`src/pkg/sbtm_pkg.sv`:
```
// shared constants and types for the serial bus trigger monitor
package sbtm_pkg;

    // ---------------------------------------------------------------
    // sizes
    // ---------------------------------------------------------------
    localparam int          MAX_WORD     = 32;
    localparam int          WLEN_W       = 6;
    localparam int          PAT_MAX      = 32;
    localparam int          PLEN_W       = 6;
    localparam int          BITCNT_W     = 16;
    localparam int          TIME_W       = 32;
    localparam int          WCNT_W       = 16;
    localparam int          GAP_W        = 24;
    localparam int          SYNC_STAGES  = 2;

    // ---------------------------------------------------------------
    // reset values
    // ---------------------------------------------------------------
    localparam logic [BITCNT_W-1:0] BITCNT_RST = 16'h0000;
    localparam logic [WLEN_W-1:0]   WBIT_RST   = 6'h00;
    localparam logic [GAP_W-1:0]    GAP_RST    = 24'h000000;
    localparam logic [TIME_W-1:0]   TIME_RST   = 32'h00000000;
    localparam logic [WCNT_W-1:0]   WCNT_RST   = 16'h0000;

    // ---------------------------------------------------------------
    // trigger kinds and frame states
    // ---------------------------------------------------------------
    typedef enum logic [1:0] {
        SBTM_TRIG_START   = 2'b00,
        SBTM_TRIG_END     = 2'b01,
        SBTM_TRIG_BIT     = 2'b10,
        SBTM_TRIG_PATTERN = 2'b11
    } sbtm_trig_t;

    typedef enum logic [1:0] {
        SBTM_FST_OK      = 2'b00,
        SBTM_FST_PARTIAL = 2'b01,
        SBTM_FST_EMPTY   = 2'b10
    } sbtm_fstate_t;

    typedef enum logic [1:0] {
        SBTM_ST_IDLE  = 2'b00,
        SBTM_ST_FRAME = 2'b01,
        SBTM_ST_GAP   = 2'b10
    } sbtm_state_t;

endpackage : sbtm_pkg

```
`src/sbtm_monitor.sv`:
```
// serial peripheral bus trigger monitor: framing, trigger and frame record
`timescale 1ns/1ps
`default_nettype none
// Behaviour
// - word length configurable, up to 32 bits
// - word assembled msb first or lsb first
// - gap duration used only without chip select
// - no chip select: frame starts after gap
// - words closer than gap share one frame
// - chip select active edge starts frame
// - chip select inactive edge ends frame
// - no chip select: gap after last edge ends
// - source setting picks mosi or miso data
// - trigger type: start, end, bit, pattern
// - offset bits skipped before pattern compare
// - first bit after frame start is one
// - bit trigger fires at bit offset+1
// - pattern length sets compared bit count
// - pattern trigger fires after last pattern bit
// - per bit mask excludes don't-care bits
// - set mask bits beyond length extend length
// - record frame start time versus trigger
// - record word count, words, frame state
// - slope setting selects sampling edge
// - per line polarity, cs low default
// - frame holds zero or more words
module sbtm_monitor #(
    parameter int WORD_MAX = sbtm_pkg::MAX_WORD
) (
    input  wire logic                          i_clk,
    input  wire logic                          i_nrst,
    input  wire logic                          i_sclk,
    input  wire logic                          i_cs,
    input  wire logic                          i_mosi,
    input  wire logic                          i_miso,
    input  wire logic                          i_use_cs,
    input  wire logic                          i_slope_fall,
    input  wire logic                          i_cs_low_active,
    input  wire logic                          i_mosi_low_active,
    input  wire logic                          i_miso_low_active,
    input  wire logic                          i_src_miso,
    input  wire logic [sbtm_pkg::WLEN_W-1:0]   i_word_len,
    input  wire logic                          i_lsb_first,
    input  wire logic [sbtm_pkg::GAP_W-1:0]    i_gap_cycles,
    input  wire logic [1:0]                    i_trig_type,
    input  wire logic [sbtm_pkg::BITCNT_W-1:0] i_bit_offset,
    input  wire logic [sbtm_pkg::PLEN_W-1:0]   i_pattern_length,
    input  wire logic [sbtm_pkg::PAT_MAX-1:0]  i_pat_value,
    input  wire logic [sbtm_pkg::PAT_MAX-1:0]  i_pat_care,
    output logic                               o_trigger,
    output logic                               o_in_frame,
    output logic [sbtm_pkg::PLEN_W-1:0]        o_eff_length,
    output logic                               o_word_valid,
    output logic [WORD_MAX-1:0]                o_word,
    output logic                               o_frame_done,
    output logic [sbtm_pkg::WCNT_W-1:0]        o_frame_words,
    output logic [sbtm_pkg::TIME_W-1:0]        o_frame_start,
    output logic                               o_start_valid,
    output logic [1:0]                         o_frame_state
);
    // ---------------------------------------------------------------
    // line synchronisers and polarity
    // ---------------------------------------------------------------
    logic [3:0] raw_s;
    sbtm_sync #(
        .WIDTH (4)
    ) u_sync (
        .i_clk   (i_clk),
        .i_nrst  (i_nrst),
        .i_async ({i_sclk, i_cs, i_mosi, i_miso}),
        .o_sync  (raw_s)
    );

    logic sclk_s;
    logic cs_act;
    logic data_bit;
    assign sclk_s   = raw_s[3];
    assign cs_act   = raw_s[2] ^ i_cs_low_active;
    assign data_bit = i_src_miso ? (raw_s[0] ^ i_miso_low_active) : (raw_s[1] ^ i_mosi_low_active);

    // ---------------------------------------------------------------
    // state
    // ---------------------------------------------------------------
    sbtm_pkg::sbtm_state_t             st_reg, st_next;
    logic                              sclk_d_reg, sclk_d_next;
    logic                              cs_d_reg, cs_d_next;
    logic [sbtm_pkg::GAP_W-1:0]        gap_reg, gap_next;
    logic [sbtm_pkg::BITCNT_W-1:0]     bit_reg, bit_next;
    logic [sbtm_pkg::WLEN_W-1:0]       wbit_reg, wbit_next;
    logic [WORD_MAX-1:0]               word_reg, word_next;
    logic [sbtm_pkg::PAT_MAX-1:0]      shf_reg, shf_next;
    logic [sbtm_pkg::TIME_W-1:0]       now_reg, now_next;
    logic [sbtm_pkg::WCNT_W-1:0]       wcnt_reg, wcnt_next;
    logic                              pat_pend_reg, pat_pend_next;
    logic                              trig_reg, trig_next;
    logic                              wv_reg, wv_next;
    logic [WORD_MAX-1:0]               wout_reg, wout_next;
    logic                              fd_reg, fd_next;
    logic [sbtm_pkg::WCNT_W-1:0]       fw_reg, fw_next;
    logic [sbtm_pkg::TIME_W-1:0]       fst_reg, fst_next;
    logic [sbtm_pkg::TIME_W-1:0]       fs_out_reg, fs_out_next;
    logic                              sv_reg, sv_next;
    logic [1:0]                        fstate_reg, fstate_next;
    logic [sbtm_pkg::PLEN_W-1:0]       elen_reg, elen_next;
    logic                              in_frame_reg, in_frame_next;

    // highest set bit of the care mask, plus one
    function automatic logic [sbtm_pkg::PLEN_W-1:0] care_span(input logic [sbtm_pkg::PAT_MAX-1:0] m);
        logic [sbtm_pkg::PLEN_W-1:0] n;
        n = '0;
        for (int k = 0; k < sbtm_pkg::PAT_MAX; k++) begin
            if (m[k]) begin
                n = sbtm_pkg::PLEN_W'(k + 1);
            end
        end
        return n;
    endfunction : care_span

    // masked compare of the newest len bits, oldest bit at the top
    function automatic logic pat_hit(input logic [sbtm_pkg::PAT_MAX-1:0] s,
                                     input logic [sbtm_pkg::PAT_MAX-1:0] v,
                                     input logic [sbtm_pkg::PAT_MAX-1:0] c,
                                     input logic [sbtm_pkg::PLEN_W-1:0]  len);
        logic ok;
        ok = 1'b1;
        for (int k = 0; k < sbtm_pkg::PAT_MAX; k++) begin
            if ((k < int'(len)) && c[k] && (s[k] != v[k])) begin
                ok = 1'b0;
            end
        end
        return ok;
    endfunction : pat_hit

    logic sclk_edge;
    logic cs_rise;
    logic cs_fall;
    logic gap_done;
    logic [sbtm_pkg::PLEN_W-1:0] span;
    logic [sbtm_pkg::PLEN_W-1:0] eff_len;
    logic [sbtm_pkg::WLEN_W-1:0] wlen;

    assign sclk_edge = i_slope_fall ? (sclk_d_reg & ~sclk_s) : (~sclk_d_reg & sclk_s);
    assign cs_rise   = cs_act & ~cs_d_reg;
    assign cs_fall   = ~cs_act & cs_d_reg;
    assign gap_done  = !i_use_cs && (gap_reg >= i_gap_cycles);
    // length grows to cover entered bits
    assign span      = care_span(i_pat_care);
    assign eff_len   = (span > i_pattern_length) ? span : i_pattern_length;
    // word length 1..32, zero taken as 32
    assign wlen      = (i_word_len == '0 || i_word_len > 6'(WORD_MAX)) ? 6'(WORD_MAX) : i_word_len;

    // ---------------------------------------------------------------
    // next state
    // ---------------------------------------------------------------
    always_comb begin
        logic                        fstart;
        logic                        fend;
        logic [sbtm_pkg::BITCNT_W-1:0] nb;
        fstart        = 1'b0;
        fend          = 1'b0;
        nb            = bit_reg;
        st_next       = st_reg;
        sclk_d_next   = sclk_s;
        cs_d_next     = cs_act;
        gap_next      = gap_reg;
        bit_next      = bit_reg;
        wbit_next     = wbit_reg;
        word_next     = word_reg;
        shf_next      = shf_reg;
        now_next      = now_reg + 32'h00000001;
        wcnt_next     = wcnt_reg;
        pat_pend_next = pat_pend_reg;
        trig_next     = 1'b0;
        wv_next       = 1'b0;
        wout_next     = wout_reg;
        fd_next       = 1'b0;
        fw_next       = fw_reg;
        fst_next      = fst_reg;
        fs_out_next   = fs_out_reg;
        sv_next       = 1'b0;
        fstate_next   = fstate_reg;
        elen_next     = eff_len;

        // gap timer: raw clock and selected data line both low, whatever the polarity
        if (sclk_edge || sclk_s || (i_src_miso ? raw_s[0] : raw_s[1])) begin
            gap_next = '0;
        end else if (gap_reg != '1) begin
            gap_next = gap_reg + 24'h000001;
        end

        case (st_reg)
            sbtm_pkg::SBTM_ST_IDLE: begin
                if (i_use_cs && cs_rise) begin
                    fstart = 1'b1;
                end else if (gap_done) begin
                    st_next = sbtm_pkg::SBTM_ST_GAP;
                end
            end
            sbtm_pkg::SBTM_ST_GAP: begin
                if (i_use_cs) begin
                    st_next = sbtm_pkg::SBTM_ST_IDLE;
                end else if (sclk_edge) begin
                    fstart = 1'b1;
                end
            end
            sbtm_pkg::SBTM_ST_FRAME: begin
                if (i_use_cs && cs_fall) begin
                    fend = 1'b1;
                end else if (gap_done) begin
                    fend = 1'b1;
                end
            end
            default: st_next = sbtm_pkg::SBTM_ST_IDLE;
        endcase

        if (fstart) begin
            st_next       = sbtm_pkg::SBTM_ST_FRAME;
            nb            = '0;
            bit_next      = '0;
            wbit_next     = '0;
            wcnt_next     = '0;
            word_next     = '0;
            shf_next      = '0;
            pat_pend_next = 1'b0;
            fst_next      = now_reg;
            if (i_trig_type == sbtm_pkg::SBTM_TRIG_START) begin
                trig_next = 1'b1;
            end
        end

        // the gap-mode start edge is also bit 1
        if ((st_next == sbtm_pkg::SBTM_ST_FRAME) && sclk_edge && !fend) begin
            nb       = (fstart ? '0 : bit_reg) + 16'h0001;
            bit_next = nb;
            if (i_trig_type == sbtm_pkg::SBTM_TRIG_BIT && nb == i_bit_offset + 16'h0001) begin
                trig_next = 1'b1;
            end
            // bit order, every word starts from zero
            if (i_lsb_first) begin
                word_next = ((wbit_reg == '0) ? '0 : word_reg) | (WORD_MAX'(data_bit) << wbit_reg);
            end else begin
                word_next = (wbit_reg == '0) ? WORD_MAX'(data_bit) : {word_reg[WORD_MAX-2:0], data_bit};
            end
            if (nb > i_bit_offset) begin
                shf_next = {shf_reg[sbtm_pkg::PAT_MAX-2:0], data_bit};
                if (nb == i_bit_offset + 16'(eff_len)) begin
                    pat_pend_next = 1'b1;
                end
            end
            if (wbit_reg + 6'h01 >= wlen) begin
                wbit_next = '0;
                wv_next   = 1'b1;
                wout_next = word_next;
                wcnt_next = wcnt_reg + 16'h0001;
            end else begin
                wbit_next = wbit_reg + 6'h01;
            end
        end

        if (pat_pend_reg) begin
            pat_pend_next = 1'b0;
            // trigger follows last pattern bit; recorded time is from frame start
            if (i_trig_type == sbtm_pkg::SBTM_TRIG_PATTERN &&
                pat_hit(shf_reg, i_pat_value, i_pat_care, elen_reg)) begin
                trig_next = 1'b1;
            end
        end

        if (fend) begin
            st_next     = sbtm_pkg::SBTM_ST_IDLE;
            fd_next     = 1'b1;
            fw_next     = wcnt_reg;
            // gap-mode start edge is also bit 1, so counts must be clean
            wbit_next   = '0;
            wcnt_next   = '0;
            fstate_next = (wcnt_reg == '0) ? 2'(sbtm_pkg::SBTM_FST_EMPTY) :
                          (wbit_reg != '0) ? 2'(sbtm_pkg::SBTM_FST_PARTIAL) : 2'(sbtm_pkg::SBTM_FST_OK);
            if (i_trig_type == sbtm_pkg::SBTM_TRIG_END) begin
                trig_next = 1'b1;
            end
        end

        if (trig_next) begin
            fs_out_next = now_reg - fst_next;
            sv_next     = 1'b1;
        end
        in_frame_next = (st_next == sbtm_pkg::SBTM_ST_FRAME);
    end

    // ---------------------------------------------------------------
    // registers
    // ---------------------------------------------------------------
    always_ff @(posedge i_clk or negedge i_nrst) begin
        if (!i_nrst) begin
            st_reg       <= sbtm_pkg::SBTM_ST_IDLE;
            sclk_d_reg   <= 1'b0;
            // seen as active: a low-active select held at reset gives no false start
            cs_d_reg     <= 1'b1;
            gap_reg      <= sbtm_pkg::GAP_RST;
            bit_reg      <= sbtm_pkg::BITCNT_RST;
            wbit_reg     <= sbtm_pkg::WBIT_RST;
            word_reg     <= '0;
            shf_reg      <= '0;
            now_reg      <= sbtm_pkg::TIME_RST;
            wcnt_reg     <= sbtm_pkg::WCNT_RST;
            pat_pend_reg <= 1'b0;
            trig_reg     <= 1'b0;
            wv_reg       <= 1'b0;
            wout_reg     <= '0;
            fd_reg       <= 1'b0;
            fw_reg       <= sbtm_pkg::WCNT_RST;
            fst_reg      <= sbtm_pkg::TIME_RST;
            fs_out_reg   <= sbtm_pkg::TIME_RST;
            sv_reg       <= 1'b0;
            fstate_reg   <= 2'b00;
            elen_reg     <= '0;
            in_frame_reg <= 1'b0;
        end else begin
            st_reg       <= st_next;
            sclk_d_reg   <= sclk_d_next;
            cs_d_reg     <= cs_d_next;
            gap_reg      <= gap_next;
            bit_reg      <= bit_next;
            wbit_reg     <= wbit_next;
            word_reg     <= word_next;
            shf_reg      <= shf_next;
            now_reg      <= now_next;
            wcnt_reg     <= wcnt_next;
            pat_pend_reg <= pat_pend_next;
            trig_reg     <= trig_next;
            wv_reg       <= wv_next;
            wout_reg     <= wout_next;
            fd_reg       <= fd_next;
            fw_reg       <= fw_next;
            fst_reg      <= fst_next;
            fs_out_reg   <= fs_out_next;
            sv_reg       <= sv_next;
            fstate_reg   <= fstate_next;
            elen_reg     <= elen_next;
            in_frame_reg <= in_frame_next;
        end
    end

    assign o_trigger     = trig_reg;
    assign o_in_frame    = in_frame_reg;
    assign o_eff_length  = elen_reg;
    assign o_word_valid  = wv_reg;
    assign o_word        = wout_reg;
    assign o_frame_done  = fd_reg;
    assign o_frame_words = fw_reg;
    assign o_frame_start = fs_out_reg;
    assign o_start_valid = sv_reg;
    assign o_frame_state = fstate_reg;
endmodule : sbtm_monitor
`default_nettype wire

```
`src/sbtm_sync.sv`:
```
// two stage synchroniser for the monitored bus lines
`timescale 1ns/1ps
`default_nettype none
module sbtm_sync #(
    parameter int WIDTH = 4
) (
    input  wire logic             i_clk,
    input  wire logic             i_nrst,
    input  wire logic [WIDTH-1:0] i_async,
    output logic      [WIDTH-1:0] o_sync
);
    logic [WIDTH-1:0] meta_reg;
    logic [WIDTH-1:0] sync_reg;

    // first stage is read only by the second stage
    always_ff @(posedge i_clk or negedge i_nrst) begin
        if (!i_nrst) begin
            meta_reg <= '0;
            sync_reg <= '0;
        end else begin
            meta_reg <= i_async;
            sync_reg <= meta_reg;
        end
    end

    assign o_sync = sync_reg;
endmodule : sbtm_sync
`default_nettype wire

```
`config.mk`:
```
export PLATFORM = sky130hd
export DESIGN_NAME = sbtm_monitor
export DESIGN_NICKNAME = d
export VERILOG_FILES = /design/src/pkg/sbtm_pkg.sv /design/src/sbtm_monitor.sv /design/src/sbtm_sync.sv
export SDC_FILE = /design/constraint.sdc
export NUM_CORES = 1
export LEC_CHECK = 0
export BUFFER_PORTS_ARGS = -buffer_cell sky130_fd_sc_hd__buf_2
export CAP_MARGIN = 25
export CORE_AREA = 2 2 156 273
export DETAILED_ROUTE_END_ITERATION = 7
export DIE_AREA = 0 0 158 275
export PLACE_DENSITY = 0.66
export SYNTH_ARGS = -nofsm -noshare
export SYNTH_HDL_FRONTEND = slang
export SYNTH_SLANG_ARGS = --single-unit
```
`constraint.sdc`:
```
create_clock -name i_clk -period 4.55 [get_ports i_clk]
set_input_delay 0 -clock i_clk [delete_from_list [all_inputs] [get_ports i_clk]]
set_output_delay 0 -clock i_clk [all_outputs]
set_load 0.02 [all_outputs]
```
* Word-level counts from Yosys, hierarchy flattened
Cells that the tools add are included.
** Storage, ports and cells
- Register bits :: 296
- Output and inout port bits :: 93
- Bits of input ports :: 131
- Latch bits :: 0
- RAM bits :: 0
- Memories kept :: 0
- Word-level logic and storage cells :: 333
- ROM bits :: 0
** Cells by class
- Muxes and demuxes :: 123
- Bitwise operators :: 12
- $add $sub $neg :: 8
- Multiply operators :: 0
- Divide/modulo/power cells :: 0
- Equality and inequality tests :: 42
- Order comparisons :: 37
- Reduce and logical (&&, ||, !) cells :: 86
- Shift operators :: 1
** Operators by type and width (count)
- 32-bit 2-to-1 mux :: 9
- 6-bit 2-to-1 mux :: 36
- 5-bit by 6-bit < comparator with 1-bit output (first input constant) :: 16
- 16-bit 2-to-1 mux :: 6
- 1-bit logical AND :: 71
- 1-bit 2-to-1 mux :: 61
- 16-bit by 1-bit adder with 16-bit output (second input constant) :: 3
- 4-bit by 6-bit < comparator with 1-bit output (first input constant) :: 8
- 24-bit 2-to-1 mux :: 2
- 32-bit by 1-bit adder with 32-bit output (second input constant) :: 1
- 16-bit == test :: 2
- 1-bit inequality test :: 32
- 32-bit OR :: 1
- 1-bit by 6-bit left shift with 32-bit output :: 1
- 32-bit subtractor :: 1
- 24-bit by 1-bit adder with 24-bit output (second input constant) :: 1
- 24-bit greater-or-equal comparator :: 1
- 3-bit by 6-bit < comparator with 1-bit output (first input constant) :: 4
- 24-bit inequality test (second input constant) :: 1
- 16-bit by 6-bit adder with 16-bit output :: 1
- 16-bit > comparator :: 1
- 16-bit logical NOT :: 1
- 2-bit 2-to-1 mux :: 7
- 6-bit logical NOT :: 2
- 20 further kinds :: 40

* Logic depth before layout (Yosys ltp)
- Word-level depth :: 42
- Gate-level depth with buffers :: 30
- Depth with buffers taken out :: 30

* Modules after synthesis
A second synthesis with hierarchy kept.
** Second synthesis, totals
- Cell total of the unflattened synthesis :: 2062
- Area total of the unflattened synthesis :: 18476.5 µm²
** By module, submodules not included
- sbtm_monitor :: cells each 2054, area each 18276.3 µm², times used 1
- sbtm_sync :: cells each 8, area each 200.2 µm², times used 1

* Least setup slack after synthesis
No wires, ideal clock.
- Path type :: input to register
- Start :: input port i_pat_care[3] (netlist bit)
- End :: register pat_pend_reg
- Stages :: 29
- Data required time :: 4.439 ns
- Library setup time :: 0.111 ns
- Path buffers :: 0
- Arrival :: 5.302 ns
- Path slack :: -0.864 ns
- Cell sequence :: o31ai_1 -> a21boi_0 -> o31ai_1 -> a211oi_1 -> o31ai_1 -> a211oi_1 -> o31a_1 -> nor2_1 -> ha_1 -> nor2b_1 -> o21a_1 -> o21a_1 -> o21ai_0 -> nand2b_1 -> a21oi_1 -> a31oi_1 -> mux2i_1 -> ha_1 -> fa_1 -> a21o_1 -> a21oi_1 -> nor2_1 -> o31ai_1 -> nor2_1 -> xnor2_1 -> nor2_1 -> nand4_1 -> a2111o_1 -> a2111oi_2
** On the way
- Word-level cells in the longest chain between the ends :: 37
** Ends and longest elaborated chain
- start: declaration :: RTL line sbtm_monitor.sv:49 : input wire logic [sbtm_pkg::PAT_MAX-1:0] i_pat_care,
- 6-bit 2-to-1 mux (*) (29 in a row) :: RTL line sbtm_monitor.sv:112 : if (m[k]) begin
- 6-bit > comparator :: RTL line sbtm_monitor.sv:148 : assign eff_len = (span > i_pattern_length) ? span : i_pattern_length;
- 6-bit 2-to-1 mux (*) :: RTL line sbtm_monitor.sv:148
- via eff_len (one bit) :: RTL line sbtm_monitor.sv:139 : logic [sbtm_pkg::PLEN_W-1:0] eff_len;
- 16-bit by 6-bit adder with 16-bit output (*) :: RTL line sbtm_monitor.sv:246 : if (nb == i_bit_offset + 16'(eff_len)) begin
- 16-bit == test (*) :: RTL line sbtm_monitor.sv:246
- 1-bit 2-to-1 mux (*) :: RTL line sbtm_monitor.sv:246
- 1-bit 2-to-1 mux (*) :: RTL line sbtm_monitor.sv:244 : if (nb > i_bit_offset) begin
- 1-bit 2-to-1 mux (*) :: RTL line sbtm_monitor.sv:232 : if ((st_next == sbtm_pkg::SBTM_ST_FRAME) && sclk_edge && !fend) begin
- 1-bit 2-to-1 mux (*) :: RTL line sbtm_monitor.sv:260 : if (pat_pend_reg) begin
- via pat_pend_next :: RTL line sbtm_monitor.sv:94 : logic pat_pend_reg, pat_pend_next;
- end signal: assignment :: RTL line sbtm_monitor.sv:329 : pat_pend_reg <= pat_pend_next;
- end: declaration :: RTL line sbtm_monitor.sv:94
Mark *: on every way through the listed nets, which the timed path passes. The rest lies on a longest branch.
A chain may end at the register's enable or synchronous reset.

* Final worst setup path
- Start :: input port i_pat_care[4] (netlist bit)
- End :: register pat_pend_reg
** On the way
- Word-level cells in the longest chain between the ends :: 36
** Ends and longest elaborated chain (RTL line)
- 6-bit 2-to-1 mux (*) (28 in a row) :: sbtm_monitor.sv:112
- 6-bit > comparator :: sbtm_monitor.sv:148
- 6-bit 2-to-1 mux (*) :: sbtm_monitor.sv:148
- via eff_len (one bit) :: sbtm_monitor.sv:139
- 16-bit by 6-bit adder with 16-bit output (*) :: sbtm_monitor.sv:246
- 16-bit == test (*) :: sbtm_monitor.sv:246
- 1-bit 2-to-1 mux (*) :: sbtm_monitor.sv:246
- 1-bit 2-to-1 mux (*) :: sbtm_monitor.sv:244
- 1-bit 2-to-1 mux (*) :: sbtm_monitor.sv:232
- 1-bit 2-to-1 mux (*) :: sbtm_monitor.sv:260
- via pat_pend_next :: sbtm_monitor.sv:94
Marked as above.

==> impl_metrics.yaml <==
run_status:
  status: "complete, but fails checks"
  violations: "negative setup slack"
worst_setup_path:
  cp-end-kind: "flop"
  crit_arrival_ns: 5.40
  r2r_start: "u_sync.o_sync[3]"
  cp.required_ns: 5.01
  path_class: "input pin to flop"
  cpMostUsedCell: "a21oi_2"
  r2r_cells: 20
  crit_path_top_delay_cell: "a2111o_1"
  crit_fanout: 5
  regToRegSetupSlack_ns: -0.05
  r2r-end: "shf_reg[22]"
  setup.worst_path.start_class: "input pin"
  slowest_delay_ns: 0.43
floorplan:
  die_y_um: 275
  boundaryPins: 224
  dieWidth_um: 158
  start_util_pct: 44.40
  dieArea_um2: 43450
  num_rows: 99
  core_um2: 41370
timing:
  setup_ws_ns: -0.3842
  timing.hold.ws_ns: 0.007649
  timing_hold_violations_final: 0
  grt_setup_unrepaired: "true"
  setup_viol: 8
  worst_pin_slew_ns: 0.9995
  clock_skew_ns: 0.01837
  clock.fmax_mhz: 202.7
  period_needed_ns: 4.934
  finalCritPeriodShare_pct: 108.4
  maxSlewViolCount: 0
  slew_headroom_pct: 33.37
global_routing:
  grt_pass1_vias: 16575
  grt_usage_pct: 24.04
  grt_start_max_net_pins: 94
  grt_util_met1_pct: 25.15
  grt.busiest_layer: "met2"
  overflow: 0
  grt_pass1_wl_um: 83620
  grt_use_met2_pct: 45.43
  antenna_found_initial: 4
  use_met3_pct: 4.017
yosys:
  async_reset_ff_share_pct: 100.0
  yosysSeqAreaShare_pct: 40.20
  ys_warn_count: 0
  synth_area_um2: 18370
  syn_nets: 2264
  synthDistinctLibCells: 79
  avgSynthCellArea_um2: 9.030
  netlist_instances: 2034
  ys.flop_type: "dfrtp_1"
  synth-edff-count: 0
  yosys_register_bits: 295
worst_hold_path:
  hold_path.class: "input pin to async pin"
route:
  drtIter0Drc: 830
  firstDrtPassIters: 7
  vias_per_cell: 5.453
  vias: 16311
  avgRoutedWirePerCell_um: 18.31
  wirelength_um: 54780
  drc: 0
  drtAntennaViolNets: 0
clocking:
  cts_tree: "done"
  clkLatencyLatePin_ns: 0.58
  cts_sinks: 295
  clockBufferDepth: 3
  numCtsBuffers: 30
  clkTransAtPathRegs_ns: 0.06
  clockRootBuffer: "clkbuf_16"
  htree_levels: 1
layout:
  finalNonFillerCells: 2991
  nFillCells: 3697
  drive_gt1_share_pct: 26.35
  nets: 2639
  area.growth.synth_to_final_pct: 27.88
place:
  pre_cts_ws_ns: -1.440
  gp_congestion: 0.9269
  hpwl_um: 39170
  numPortBuffers: 223
  dp.cells: 2869
power_and_ir_drop:
  irDropWorstVdd_v: 0.0003420
  powerDensity_nw_per_um2: 372.6
  total_power_mw: 8.751
  leakagePower_nw: 11.57
job:
  drv_cap: 0
cell usage in the layout, fill, tap and decap left out, types with 45 or more instances in the layout:
| master | n |
|---|---|
| a21oi_1 | 114 |
| ha_1 | 84 |
| inv_1 | 125 |
| buf_4 | 146 |
| mux2_4 | 45 |
| nor2_1 | 184 |
| nand2_1 | 210 |
| o21ai_0 | 135 |
| xnor2_1 | 96 |
| xor2_1 | 78 |
| dfrtp_1 | 294 |
| nand3_1 | 94 |
| buf_2 | 220 |
cell type report:
type	count	area, um^2	share of cell area, %
Multi-Input combinational cell	1534	10880	46.31
Inverter	127	476.7	2.030
Tap cell	555	694.4	2.956
Timing Repair Buffer	421	2950	12.56
Antenna cell	3	7.507	0.03196
Clock buffer	33	772.0	3.287
Sequential cell	295	7383	31.43
Clock inverter	23	326.6	1.390
cell usage after synthesis, drive strengths merged (11+ instances only):
cell	instances	area (um^2)
a211oi	15	135.1
a21o	18	135.1
a21oi	129	645.6
a31oi	13	81.33
and3	26	162.7
buf	17	133.9
clkbuf	61	229.0
dfrtp	294	7357
ha	97	1214
inv	127	476.7
mux2	65	833.3
mux2i	51	510.5
nand2	213	799.5
nand2b	22	137.6
nand3	95	475.5
nand3b	13	97.59
nand4	29	196.4
nor2	195	737.0
nor2b	25	156.4
nor3	35	175.2
nor4	22	137.6
o21ai	150	750.7
o31ai	11	82.58
xnor2	100	883.4
xor2	78	683.2
metal layers:
metal,vias to the layer above,share of wire [%]
met5,-,0.029
met4,2,5.7
met3,148,5.0
met2,462,53
met1,7873,36
li1,7826,-
through the flow:
stage / setup TNS [ns] / cell area, um^2 / util [%]
6_report: -0.6335 / 23490 / 56.77
5_1_grt: -8.757 / 23490 / 56.77
2_1_floorplan: -0.4002 / 18490 / -
4_1_cts: -0.5029 / 22560 / 54.52
3_5_place_dp: -3.583 / 21000 / 50.76
3_3_place_gp: -2.651 / 20990 / 50.74
cell families (layout without fill, tap and decap cells):
| family | count (synthesis) | count (layout) | share of synthesized area [%] |
|---|---|---|---|
| AND/OR/NAND/NOR | 726 | 726 | 18.78 |
| AO/OA/AOI/OAI | 415 | 415 | 13.78 |
| flip-flops | 295 | 295 | 40.20 |
| buffers and inverters | 205 | 604 | 4.571 |
| XOR/XNOR | 178 | 178 | 8.529 |
| multiplexers | 116 | 116 | 7.316 |
| adder cells (fa/ha/maj) | 99 | 99 | 6.826 |
| other | 0 | 3 | 0 |
timing repair:
| action | in CTS | in global routing |
|---|---|---|
| buffers inserted | 13 | 29 |
| hold buffers | 19 | 0 |
| pin swaps | 30 | 59 |
| setup endpoints to repair | 58 | 65 |
| gates resized for setup | 34 | 136 |
| hold endpoints to repair | 91 | 0 |
| gates cloned | 0 | 7 |
worst max-delay path: cells and delay by family:
kind | cells | cell delay [ns]
adders and majority gates | 3 | 0.80
AOI/OAI and AO/OA | 19 | 3.33
xor gates and xnor gates | 1 | 0.14
and+or+nand+nor | 5 | 0.49
muxes | 1 | 0.18
buffers and inverters | 3 | 0.45
how the worst max path moves through the flow:
stage                  start           end
3_5_place_dp   i_pat_care[1]  pat_pend_reg
2_1_floorplan  i_pat_care[3]  pat_pend_reg
5_1_grt        i_pat_care[1]  pat_pend_reg
4_1_cts        i_pat_care[4]  pat_pend_reg
3_3_place_gp   i_pat_care[1]  pat_pend_reg
6_report       i_pat_care[4]  pat_pend_reg
power breakdown:
part	switching, mW	total (mW)	internal (mW)
clock	1.12	2.75	1.63
combinational	1.54	2.89	1.35
sequential	0.225	3.11	2.89
total	2.88	8.75	5.87
Power figures use the tool's default switching activity.
